$ cat config.mk
export PLATFORM = sky130hd
export DESIGN_NAME = intr_bus_status_decoder
export DESIGN_NICKNAME = d
export VERILOG_FILES = /design/src/design/intr_bus_status_pkg.sv /design/src/design/intr_bus_status_decoder.sv
export SDC_FILE = /design/constraint.sdc
export NUM_CORES = 1
export LEC_CHECK = 0
export BUFFER_PORTS_ARGS = -buffer_cell sky130_fd_sc_hd__buf_2
export CORE_AREA = 5 5 88 90
export CTS_BUF_LIST = sky130_fd_sc_hd__clkbuf_4 sky130_fd_sc_hd__clkbuf_8 sky130_fd_sc_hd__clkbuf_16
export CTS_CLUSTER_SIZE = 12
export DETAILED_ROUTE_END_ITERATION = 10
export DIE_AREA = 0 0 93 95
export HOLD_SLACK_MARGIN = 0.12
export PLACE_DENSITY_LB_ADDON = 0.15
export SYNTH_ARGS = -nofsm -noshare
export SYNTH_HDL_FRONTEND = slang
export SYNTH_SLANG_ARGS = --single-unit
$ cat constraint.sdc
create_clock -name clk -period 2.87 [get_ports clk]
set_input_delay 0.1435 -clock clk [delete_from_list [all_inputs] [get_ports clk]]
set_output_delay 0.1435 -clock clk [all_outputs]
set_load 0.005 [all_outputs]
$ cat src/design/intr_bus_status_pkg.sv
// Constants and types for the interrupt bus status cycle decoder
package intr_bus_status_pkg;

  // Delivery modes as carried in the message mode field
  typedef enum logic [2:0] {
    DLV_FIXED    = 3'h0,
    DLV_LOWEST   = 3'h1,
    DLV_SYSMGMT  = 3'h2,
    DLV_EOI      = 3'h3,
    DLV_NMI      = 3'h4,
    DLV_INIT     = 3'h5,
    DLV_STARTUP  = 3'h6,
    DLV_EXTVEC   = 3'h7
  } delivery_mode_e;

  // Decoded outcome
  typedef enum logic [2:0] {
    OUT_ACCEPT       = 3'h0,
    OUT_RETRY        = 3'h1,
    OUT_ACCEPT_ERROR = 3'h2,
    OUT_CS_ERROR     = 3'h3,
    OUT_ERROR        = 3'h4,
    OUT_END_RETRY    = 3'h5,
    OUT_FOCUS        = 3'h6,
    OUT_ARB_ERROR    = 3'h7
  } outcome_e;

  // Sequencer states, Gray from ST_IDLE through ST_RUN to ST_DONE
  typedef enum logic [1:0] {
    ST_IDLE = 2'b00,
    ST_RUN  = 2'b01,
    ST_DONE = 2'b11
  } seq_state_e;

  // Flag pair encodings
  localparam logic [1:0] PAIR_OK    = 2'h0;
  localparam logic [1:0] PAIR_LOW   = 2'h1;
  localparam logic [1:0] PAIR_FOCUS = 2'h2;
  localparam logic [1:0] PAIR_ALL   = 2'h3;

  // Cycle numbers within a message
  localparam logic [5:0] CYC_FIRST   = 6'h01;
  localparam logic [5:0] CYC_STATUS0 = 6'h13;
  localparam logic [5:0] CYC_STATUS1 = 6'h14;
  localparam logic [5:0] CYC_STATUS2 = 6'h21;
  localparam logic [5:0] CYC_UPD_EOI = 6'h0D;
  localparam logic [5:0] CYC_UPD_STD = 6'h14;
  localparam logic [5:0] CYC_EOI_ACC = 6'h0C;

  // Message lengths
  localparam logic [5:0] LEN_EOI     = 6'h0E;
  localparam logic [5:0] LEN_SHORT   = 6'h15;
  localparam logic [5:0] LEN_LOWEST  = 6'h22;
  localparam logic [5:0] LEN_NONE    = 6'h00;

endpackage

$ cat src/design/intr_bus_status_decoder.sv
// Status cycle decoder for the shared two-wire interrupt message bus
`timescale 1ns/10ps

module intr_bus_status_decoder
  import intr_bus_status_pkg::*;
(
  input  wire logic                              clk,
  input  wire logic                              reset,
  input  wire logic                              msg_start,
  input  wire intr_bus_status_pkg::delivery_mode_e delivery_mode,
  input  wire logic [1:0]                        bus_pair,
  input  wire logic                              arb_won,
  output logic                                   status2_drive_en,
  output logic                                   result_valid,
  output intr_bus_status_pkg::outcome_e          outcome,
  output logic [5:0]                             message_length,
  output logic                                   update_arbitration_id,
  output logic [5:0]                             update_cycle,
  output logic                                   retry,
  output logic                                   focus_absent,
  output logic                                   arbitration_id_strobe,
  output logic [5:0]                             bus_cycle
);
  import intr_bus_status_pkg::*;

  ////////////////////////////////////////////////////////////////////////////
  // Pin synchroniser; pair from the wire is async to clk
  logic [1:0] pair_meta_q;
  logic [1:0] pair_sync_q;
  logic       start_meta_q;
  logic       start_sync_q;

  always_ff @(posedge clk)
  begin
    if (reset)
    begin
      pair_meta_q  <= PAIR_OK;
      pair_sync_q  <= PAIR_OK;
      start_meta_q <= 1'b0;
      start_sync_q <= 1'b0;
    end
    else
    begin
      pair_meta_q  <= bus_pair;
      pair_sync_q  <= pair_meta_q;
      start_meta_q <= msg_start;
      start_sync_q <= start_meta_q;
    end
  end

  ////////////////////////////////////////////////////////////////////////////
  // Decode function, shared for all status points
  typedef struct packed {
    outcome_e   res;
    logic [5:0] len;
    logic       upd;
    logic [5:0] ucyc;
    logic       rty;
  } decision_s;

  function automatic decision_s decide(input delivery_mode_e mode, input logic [1:0] cs,
                                       input logic [1:0] acc, input logic [1:0] arb);
    decision_s d;
    logic      eoi;
    eoi    = (mode == DLV_EOI);
    d.len  = eoi ? LEN_EOI : LEN_SHORT;
    d.ucyc = eoi ? CYC_UPD_EOI : CYC_UPD_STD;
    d.res  = OUT_ERROR;
    d.upd  = 1'b0;
    d.rty  = 1'b1;
    if (mode == DLV_LOWEST)
    begin
      case (cs)
        PAIR_FOCUS:
        begin
          d.res = OUT_FOCUS;
          d.len = LEN_LOWEST;
          d.upd = 1'b1;
          d.rty = 1'b0;
        end
        PAIR_OK:
        begin
          d.len = LEN_LOWEST;
          if (!acc[1])
            d.res = OUT_ACCEPT_ERROR;
          else if (!acc[0])
          begin
            d.res = OUT_END_RETRY;
            d.upd = 1'b1;
          end
          else if (arb == PAIR_FOCUS)
          begin
            d.res = OUT_ACCEPT;
            d.upd = 1'b1;
            d.rty = 1'b0;
          end
          else
          begin
            d.res = OUT_ARB_ERROR;
            d.upd = 1'b1;
          end
        end
        PAIR_ALL:
          d.res = OUT_CS_ERROR;
        default:
          d.res = OUT_ERROR;
      endcase
    end
    else
    begin
      case (cs)
        PAIR_OK:
        begin
          if (!acc[1])
            d.res = OUT_ACCEPT_ERROR;
          else if (acc[0])
          begin
            d.res = OUT_RETRY;
            d.upd = 1'b1;
          end
          else
          begin
            d.res = OUT_ACCEPT;
            d.upd = 1'b1;
            d.rty = 1'b0;
          end
        end
        PAIR_ALL:
          d.res = OUT_CS_ERROR;
        default:
          d.res = OUT_ERROR;
      endcase
    end
    return d;
  endfunction

  ////////////////////////////////////////////////////////////////////////////
  // Message sequencer
  seq_state_e     state_q, state_d;
  logic [5:0]     cyc_q, cyc_d;
  delivery_mode_e mode_q, mode_d;
  logic [1:0]     cs_q, cs_d;
  logic [1:0]     acc_q, acc_d;
  logic [1:0]     arb_q, arb_d;
  decision_s      dec_q, dec_d;
  logic           valid_q, valid_d;
  logic           drive_q, drive_d;
  logic           strobe_q, strobe_d;
  decision_s      now;
  logic [5:0]     acc_cycle;
  logic [1:0]     acc_now;

  always_comb
  begin
    state_d  = state_q;
    cyc_d    = cyc_q;
    mode_d   = mode_q;
    cs_d     = cs_q;
    acc_d    = acc_q;
    arb_d    = arb_q;
    dec_d    = dec_q;
    valid_d  = 1'b0;
    drive_d  = 1'b0;
    strobe_d = 1'b0;
    // EOI status falls earlier, at the end of its short frame
    acc_cycle = (mode_q == DLV_EOI) ? CYC_EOI_ACC : CYC_STATUS1;
    // Live pair in the acceptance cycle; the stored one is still stale there
    acc_now = (state_q == ST_RUN && cyc_q == acc_cycle) ? pair_sync_q : acc_q;
    now = decide(mode_q, cs_q, acc_now, arb_q);
    case (state_q)
      ST_IDLE:
      begin
        if (start_sync_q)
        begin
          state_d = ST_RUN;
          cyc_d   = CYC_FIRST;
          mode_d  = delivery_mode;
        end
      end
      ST_RUN:
      begin
        cyc_d = cyc_q + 6'h01;
        if (cyc_q == ((mode_q == DLV_EOI) ? CYC_EOI_ACC - 6'h01 : CYC_STATUS0))
          cs_d = pair_sync_q;
        if (cyc_q == acc_cycle)
          acc_d = pair_sync_q;
        if (cyc_q == CYC_STATUS2)
          arb_d = pair_sync_q;
        if (cyc_q == CYC_STATUS2 - 6'h01 && now.len == LEN_LOWEST && cs_q == PAIR_OK && acc_q == PAIR_ALL)
          drive_d = arb_won;
        if (cyc_q >= now.len && cyc_q > acc_cycle)
        begin
          state_d  = ST_DONE;
          dec_d    = now;
          valid_d  = 1'b1;
        end
        if (now.upd && cyc_q == now.ucyc && cyc_q > acc_cycle - 6'h01)
          strobe_d = 1'b1;
      end
      ST_DONE:
      begin
        state_d = ST_IDLE;
        cyc_d   = LEN_NONE;
      end
      default:
        state_d = ST_IDLE;
    endcase
  end

  always_ff @(posedge clk)
  begin
    if (reset)
    begin
      state_q  <= ST_IDLE;
      cyc_q    <= LEN_NONE;
      mode_q   <= DLV_FIXED;
      cs_q     <= PAIR_OK;
      acc_q    <= PAIR_OK;
      arb_q    <= PAIR_OK;
      dec_q    <= '0;
      valid_q  <= 1'b0;
      drive_q  <= 1'b0;
      strobe_q <= 1'b0;
    end
    else
    begin
      state_q  <= state_d;
      cyc_q    <= cyc_d;
      mode_q   <= mode_d;
      cs_q     <= cs_d;
      acc_q    <= acc_d;
      arb_q    <= arb_d;
      dec_q    <= dec_d;
      valid_q  <= valid_d;
      drive_q  <= drive_d;
      strobe_q <= strobe_d;
    end
  end

  assign status2_drive_en      = drive_q;
  assign result_valid          = valid_q;
  assign outcome               = dec_q.res;
  assign message_length        = dec_q.len;
  assign update_arbitration_id = dec_q.upd;
  assign update_cycle          = dec_q.ucyc;
  assign retry                 = dec_q.rty;
  assign focus_absent          = (mode_q == DLV_LOWEST) && (cs_q == PAIR_OK);
  assign arbitration_id_strobe = strobe_q;
  assign bus_cycle             = cyc_q;

endmodule

==> summary.md, run 1 <==
| Metric | Value |
|---|---|
| WP data required | 3.05 ns |
| Startpoint class of the critical path | register |
| Crit path cell chain | inv_1, ha_1, o31a_1, inv_1, ha_1, nand2b_1, a211oi_1, o21a_2, nor2_2, a311oi_1 |
| Min Tclk post-route | 2.62 ns |
| Max Freq | 382 MHz |
| Post-synth ARST share | 0 |
| Detail-routed net length per standard cell | 14.7 µm |
| Vias per Instance | 4.83 |
| FILL cells | 756 |
| Vias in the first global route | 1,587 |
| Max stage delay on crit path | 0.42 ns |
| Final setup fails | 0 |
| Core Footprint | 6980 µm² |
| First-pass GRT wire length | 8220 µm |
| Die W | 93 µm |
| H-tree Lvls | 2 |
| CP bufs+invs | 2 |
| Post-synth top area share | 0.390 |
| Final Slew Violations | 0 |
| Grt total ovfl | 0 |
| Io pins | 36 |
| Routability cong. | 0.791 |
| Min Hold Slack | 0.298 ns |
| FF-to-FF setup slack | 0.25 ns |
| Max VDD drop | 0.143 mV |
| Post-DP Area | 2250 µm² |
| Mapped cell area | 2000 µm² |
| Clk_lat worst skew | 0.28 ns |
| Pwr Total | 971 µW |
| DIE AREA | 8840 µm² |
| Setup repair after global routing missed its margin | no |
| Clock sinks | 39 |
| Max FO, Critical Path | 9 |
| Share of layout cells above drive strength 1 | 0.212 |
| Slew Limit Headroom | 0.623 |
| Worst Hold End | update_cycle[2] |
| Fin Setup TNS | 0 ns |
| Synth area leaders | dfxtp_1, ha_1, mux2i_1 |
| Inserted Diodes | 0 |
| Top_reg_cell synth | dfxtp_1 |
| Initial core utilization | 0.287 |
| Syn avg cell area | 9.37 µm² |
| Clk buf depth | 2 |
| Final Hold Fails | 0 |
| Commonest cells in the synthesized netlist | dfxtp_1, nor2_1, ha_1, inv_1, a21oi_1 |
| Critical path's top delay family | compound AO/OA/AOI/OAI gates |
| Core Rows | 31 |
| Internal power | 752 µW |
| Number of cells on the worst reg-to-reg path | 10 |
| Hold Path Origin | reset |
| Drt total wl | 4940 µm |
| DRT antenna net count | 0 |
| Critical path arrival | 2.80 ns |
| Status | finished, final reports clean |
| Max Clock Skew | 0.0107 ns |
| Number of synthesized flops with an enable pin | 0 |
| Synth cell types | 50 |
| Number of CTS-inserted buffers | 5 |
| IO Port Bufs | 33 |
| R2r startpoint | cs_q[0] |
| Switching Fraction | 0.226 |
| Logic pwr share | 0.070 |
| Clk root buf | clkbuf_8 |
| Power Density | 406 nW/µm² |
| Syn-to-layout area delta | 19.4% |
| Kind of critical path | reg -> reg |
| Sequential cell area | 781 µm² |
| Via count | 1,628 |
| Worst Max-Slew Pin Slew | 0.560 ns |
| Reg clk slew, reported paths | 0.06 ns |
| Crit path capture type | register |
| Initial antenna violation count | 0 |
| Multi-input gate area | 1110 µm² |
| Final nets | 280 |
| Worst hold path class | in -> reg |
| Fin crit share | 0.912 |
| Largest net degree at the start of global routing | 33 |
| Mapped Cells | 214 |
| Maxcap violations | 0 |
| Dpl hpwl | 3700 µm |
| Count leader, synth | dfxtp_1 |
| First-pass DRT Iterations | 4 |
| Yosys top cell by area | dfxtp_1 |
| Hold depth | 3 |
| LEAKAGE | 0.00107 µW |
| Yosys Warn Count | 0 |
| Global Route Usage Sum | 0.120 |
| Drt drc | 0 |
| CTS tree | built |
| NetSw | 220 µW |
| Slowest CP cell | dfxtp_1 |
| Crit Reg-Reg Endpoint | outcome[0] |
| Flop pwr share | 0.573 |
| #FFs+latches synth | 39 |
| Die span in y | 95 µm |
| Clk pwr share | 0.357 |
| Initial drt markers | 76 |
| Seq/Total Area, Yosys | 0.390 |
| Final instance area | 2390 µm² |
-- layout make-up --
type | count | share of cell area
multi-input combinational | 152 | 0.465
sequential | 39 | 0.326
timing repair buffer | 45 | 0.114
tap | 82 | 0.0429
clock buffer | 6 | 0.0319
inverter | 13 | 0.0204
-- cells by family after synthesis --
logic type | count (synthesis) | synth area share
adder cells (fa/ha/maj) | 15 | 0.0936
AND/OR/NAND/NOR | 69 | 0.190
flip-flops | 39 | 0.390
buffers and inverters | 24 | 0.0581
multiplexers | 11 | 0.0556
other | 1 | 0.00187
AO/OA/AOI/OAI | 50 | 0.189
XOR/XNOR | 5 | 0.0219
-- sequential cells by signal, indices dropped and copies added, names as in the netlist, 2 cells and up --
signal and flops:
mode_q 3, arb_q 2, cs_q 2, pair_sync_q 2, pair_meta_q 2, state_q 2
outcome 3, message_length 5, bus_cycle 6, acc_q 2, update_cycle 3
-- cells in the final DEF, fill, tap and decap left out, drive strengths merged, types with 5 or more instances in the layout --
cell	Yosys	final
dfxtp	39	39
buf	6	38
nor2	20	20
ha	15	15
inv	13	13
a21oi	13	13
nand3	10	10
mux2i	10	10
nor2b	9	9
nand2	8	8
nor3	8	8
dlygate4sd3	0	7
o21ai	7	7
clkbuf	5	6
a22oi	5	5
-- power by group through the flow --
stage          Combinational (µW)  Sequential (µW)  Clock [µW]
2_1_floorplan                44.3              567           0
3_3_place_gp                 61.1              570           0
3_5_place_dp                 60.8              569           0
4_1_cts                      68.7              557         364
5_1_grt                      76.5              558         395
6_report                     67.6              557         347
-- per-layer routing --
metal  track usage  vias to the layer above  part of all wire
met5             0                        -                 0
met4        0.0366                        0             0.011
met3        0.0271                        6             0.029
met2         0.200                       19              0.48
met1         0.154                      761              0.48
li1              -                      842                 -
-- worst reg2reg max path, delay by kind of cell (launching register included) --
family / cells / cell delay (ns)
AO/OA/AOI/OAI: 4 / 1.17
AND/OR/NAND/NOR: 2 / 0.25
adder cells (fa/ha/maj): 2 / 0.52
buffers and inverters: 2 / 0.18
flip-flops: 1 / 0.42
-- per-stage QoR --
stage	worst slack, ns	utilization	cells
after global placement	0.227	0.322	324
final	0.252	0.343	337
after detailed placement	0.161	0.322	324
after floorplan	0.375	-	215
after CTS	0.146	0.343	337
after global routing	0.0148	0.343	337
-- worst max path at each step --
stage             from  slack [ns]  depth (start not counted)                 to
3_3_place_gp   cs_q[0]        0.23                         10    update_cycle[4]
6_report       cs_q[0]        0.25                         10         outcome[0]
5_1_grt        cs_q[0]        0.01                         10         outcome[0]
3_5_place_dp   cs_q[0]        0.16                         10  message_length[2]
4_1_cts        cs_q[0]        0.15                         10         outcome[0]
2_1_floorplan  cs_q[0]        0.38                         11  message_length[2]
-- timing repair --
item,4_1_cts,5_1_grt
endpoints found under the setup margin,0,8
hold buffers,7,0
hold endpoints to repair,7,0
resized for setup,0,1
setup buffers,0,0
Note: power is estimated with default switching activity, not from simulation.
==> run 2: changes to the inputs <==
- CAP_MARGIN: default -> 40
- CORE_AREA: 5 5 88 90 -> 2 2 85 87
- DIE_AREA: 0 0 93 95 -> 0 0 87 89
==> run 2 against run 1 <==
- count of clock-buffer cells in the layout up 1
- combinational power down 1%
- register-to-register slack better by 0.02 ns
- sequential cell count unchanged
- clock power up 11%
- worst setup slack better by 0.019 ns
- core utilization up 1.5 points
- critical endpoint unchanged
- highest routed layer unchanged
==> summary.md, run 2 (synthesis gave the netlist of run 1 again) <==
| Metric | Value |
|---|---|
| Worst hold path class | in -> reg |
| WP data required | 3.07 ns |
| Status | finished, final reports clean |
| Fin crit share | 0.906 |
| Startpoint class of the critical path | register |
| Die span in y | 89 µm |
| Clk root buf | clkbuf_8 |
| Core Footprint | 6720 µm² |
| FILL cells | 698 |
| Vias in the first global route | 1,558 |
| Fin Setup TNS | 0 ns |
| Core Rows | 30 |
| DRT antenna net count | 0 |
| Min Tclk post-route | 2.60 ns |
| Min Hold Slack | 0.335 ns |
| Clock sinks | 39 |
| Max Freq | 385 MHz |
| Post-CTS Setup Repair Bufs | 0 |
| Post-DP Area | 2240 µm² |
| Worst Max-Slew Pin Slew | 0.562 ns |
| Syn-to-layout area delta | 19.9% |
| Global Route Usage Sum | 0.134 |
| Max VDD drop | 0.168 mV |
| Final setup fails | 0 |
| Number of CTS-inserted buffers | 5 |
| Clk_lat worst skew | 0.30 ns |
| Die W | 87 µm |
| Initial core utilization | 0.298 |
| Sequential cell area | 781 µm² |
| Final nets | 280 |
| FF-to-FF setup slack | 0.27 ns |
| Final Slew Violations | 0 |
| Inserted Diodes | 0 |
| Number of flip-flops in the largest register | 6 |
| CTS tree | built |
| Drt total wl | 4830 µm |
| Reg clk slew, reported paths | 0.08 ns |
| Io pins | 36 |
| Drt drc | 0 |
| H-tree Lvls | 2 |
| Maxcap violations | 0 |
| DIE AREA | 7740 µm² |
| Slew Limit Headroom | 0.622 |
| First-pass DRT Iterations | 4 |
| Routability cong. | 0.828 |
| Kind of critical path | reg -> reg |
| Max Clock Skew | 0.00880 ns |
| Final core occ | 0.358 |
| Crit path capture type | register |
| Largest net degree at the start of global routing | 34 |
| Dpl hpwl | 3540 µm |
| Initial drt markers | 65 |
| Critical path arrival | 2.80 ns |
| Commonest non-fill, non-tap cell in the layout | dfxtp_1 |
| Multi-input gate area | 1110 µm² |
| Grt total ovfl | 0 |
| Final Hold Fails | 0 |
| Final instance area | 2400 µm² |
| LEAKAGE | 0.00107 µW |
| Initial antenna violation count | 0 |
| Via count | 1,644 |
| IO Port Bufs | 33 |
| Power Density | 420 nW/µm² |
| Max FO, Critical Path | 8 |
| Vias per Instance | 4.88 |
| Detail-routed net length per standard cell | 14.3 µm |
| Clk buf depth | 2 |
| Share of layout cells above drive strength 1 | 0.218 |
| First-pass GRT wire length | 7830 µm |
| Setup repair after global routing missed its margin | no |
| Most frequent cells in the layout | dfxtp_1, buf_2, nor2_1, ha_1, inv_1 |
[run 2: cell types whose count changed in the layout (fill, tap and decap cells not counted)]
| cell | change |
|---|---|
| clkinv_2 | +1 |
| clkbuf_4 | +1 |
[run 2: final timing paths]
check / startpoint / endpoint / cells past startpoint
worst max-delay path: cs_q[0] / outcome[0] / 10
worst min-delay path: reset / bus_cycle[3] / 3
worst max register to register: cs_q[0] / outcome[0] / 10
worst min register to register: start_meta_q / start_sync_q / 1
[run 2: routing by layer]
layer / wire [µm] / up-vias / global-route usage
met4: 140 / 0 / 0.0781
met3: 195 / 13 / 0.0314
li1: - / 843 / -
met5: 0 / - / 0
met1: 2360 / 748 / 0.179
met2: 2140 / 40 / 0.195
[run 2: critical path, cell delays in order (launching register included)]
cell	delay [ns]
dfxtp_1	0.43
inv_1	0.11
ha_1	0.31
o31a_1	0.35
inv_1	0.09
ha_1	0.22
nand2b_1	0.13
a211oi_1	0.27
o21a_2	0.25
nor2_2	0.11
a311oi_1	0.25
[run 2: cell type report]
| class | count | share of cell area |
|---|---|---|
| clock buffer | 7 | 0.0349 |
| sequential | 39 | 0.325 |
| clock inverter | 1 | 0.00208 |
| multi-input combinational | 152 | 0.463 |
| inverter | 13 | 0.0203 |
| timing repair buffer | 45 | 0.113 |
| tap | 80 | 0.0416 |
[run 2: power by group]
part	switching, µW	internal, µW	leakage (µW)	total (µW)
logic	35.6	31.3	0.000709	66.9
clock network	196	190	0.0000491	386
registers	8.01	548	0.000316	556
[run 2: what timing repair did]
action,CTS,global route
resized for setup,0,1
setup endpoints to repair,0,12
hold buffers,7,0
hold endpoints to repair,7,0
[run 2: stage by stage]
stage | power, µW | setup WS [ns] | instances
4_1_cts | 1020 | 0.204 | 337
6_report | 1010 | 0.271 | 337
3_5_place_dp | 630 | 0.239 | 322
5_1_grt | 1050 | 0.0000575 | 337
2_1_floorplan | 611 | 0.375 | 215
3_3_place_gp | 630 | 0.331 | 322
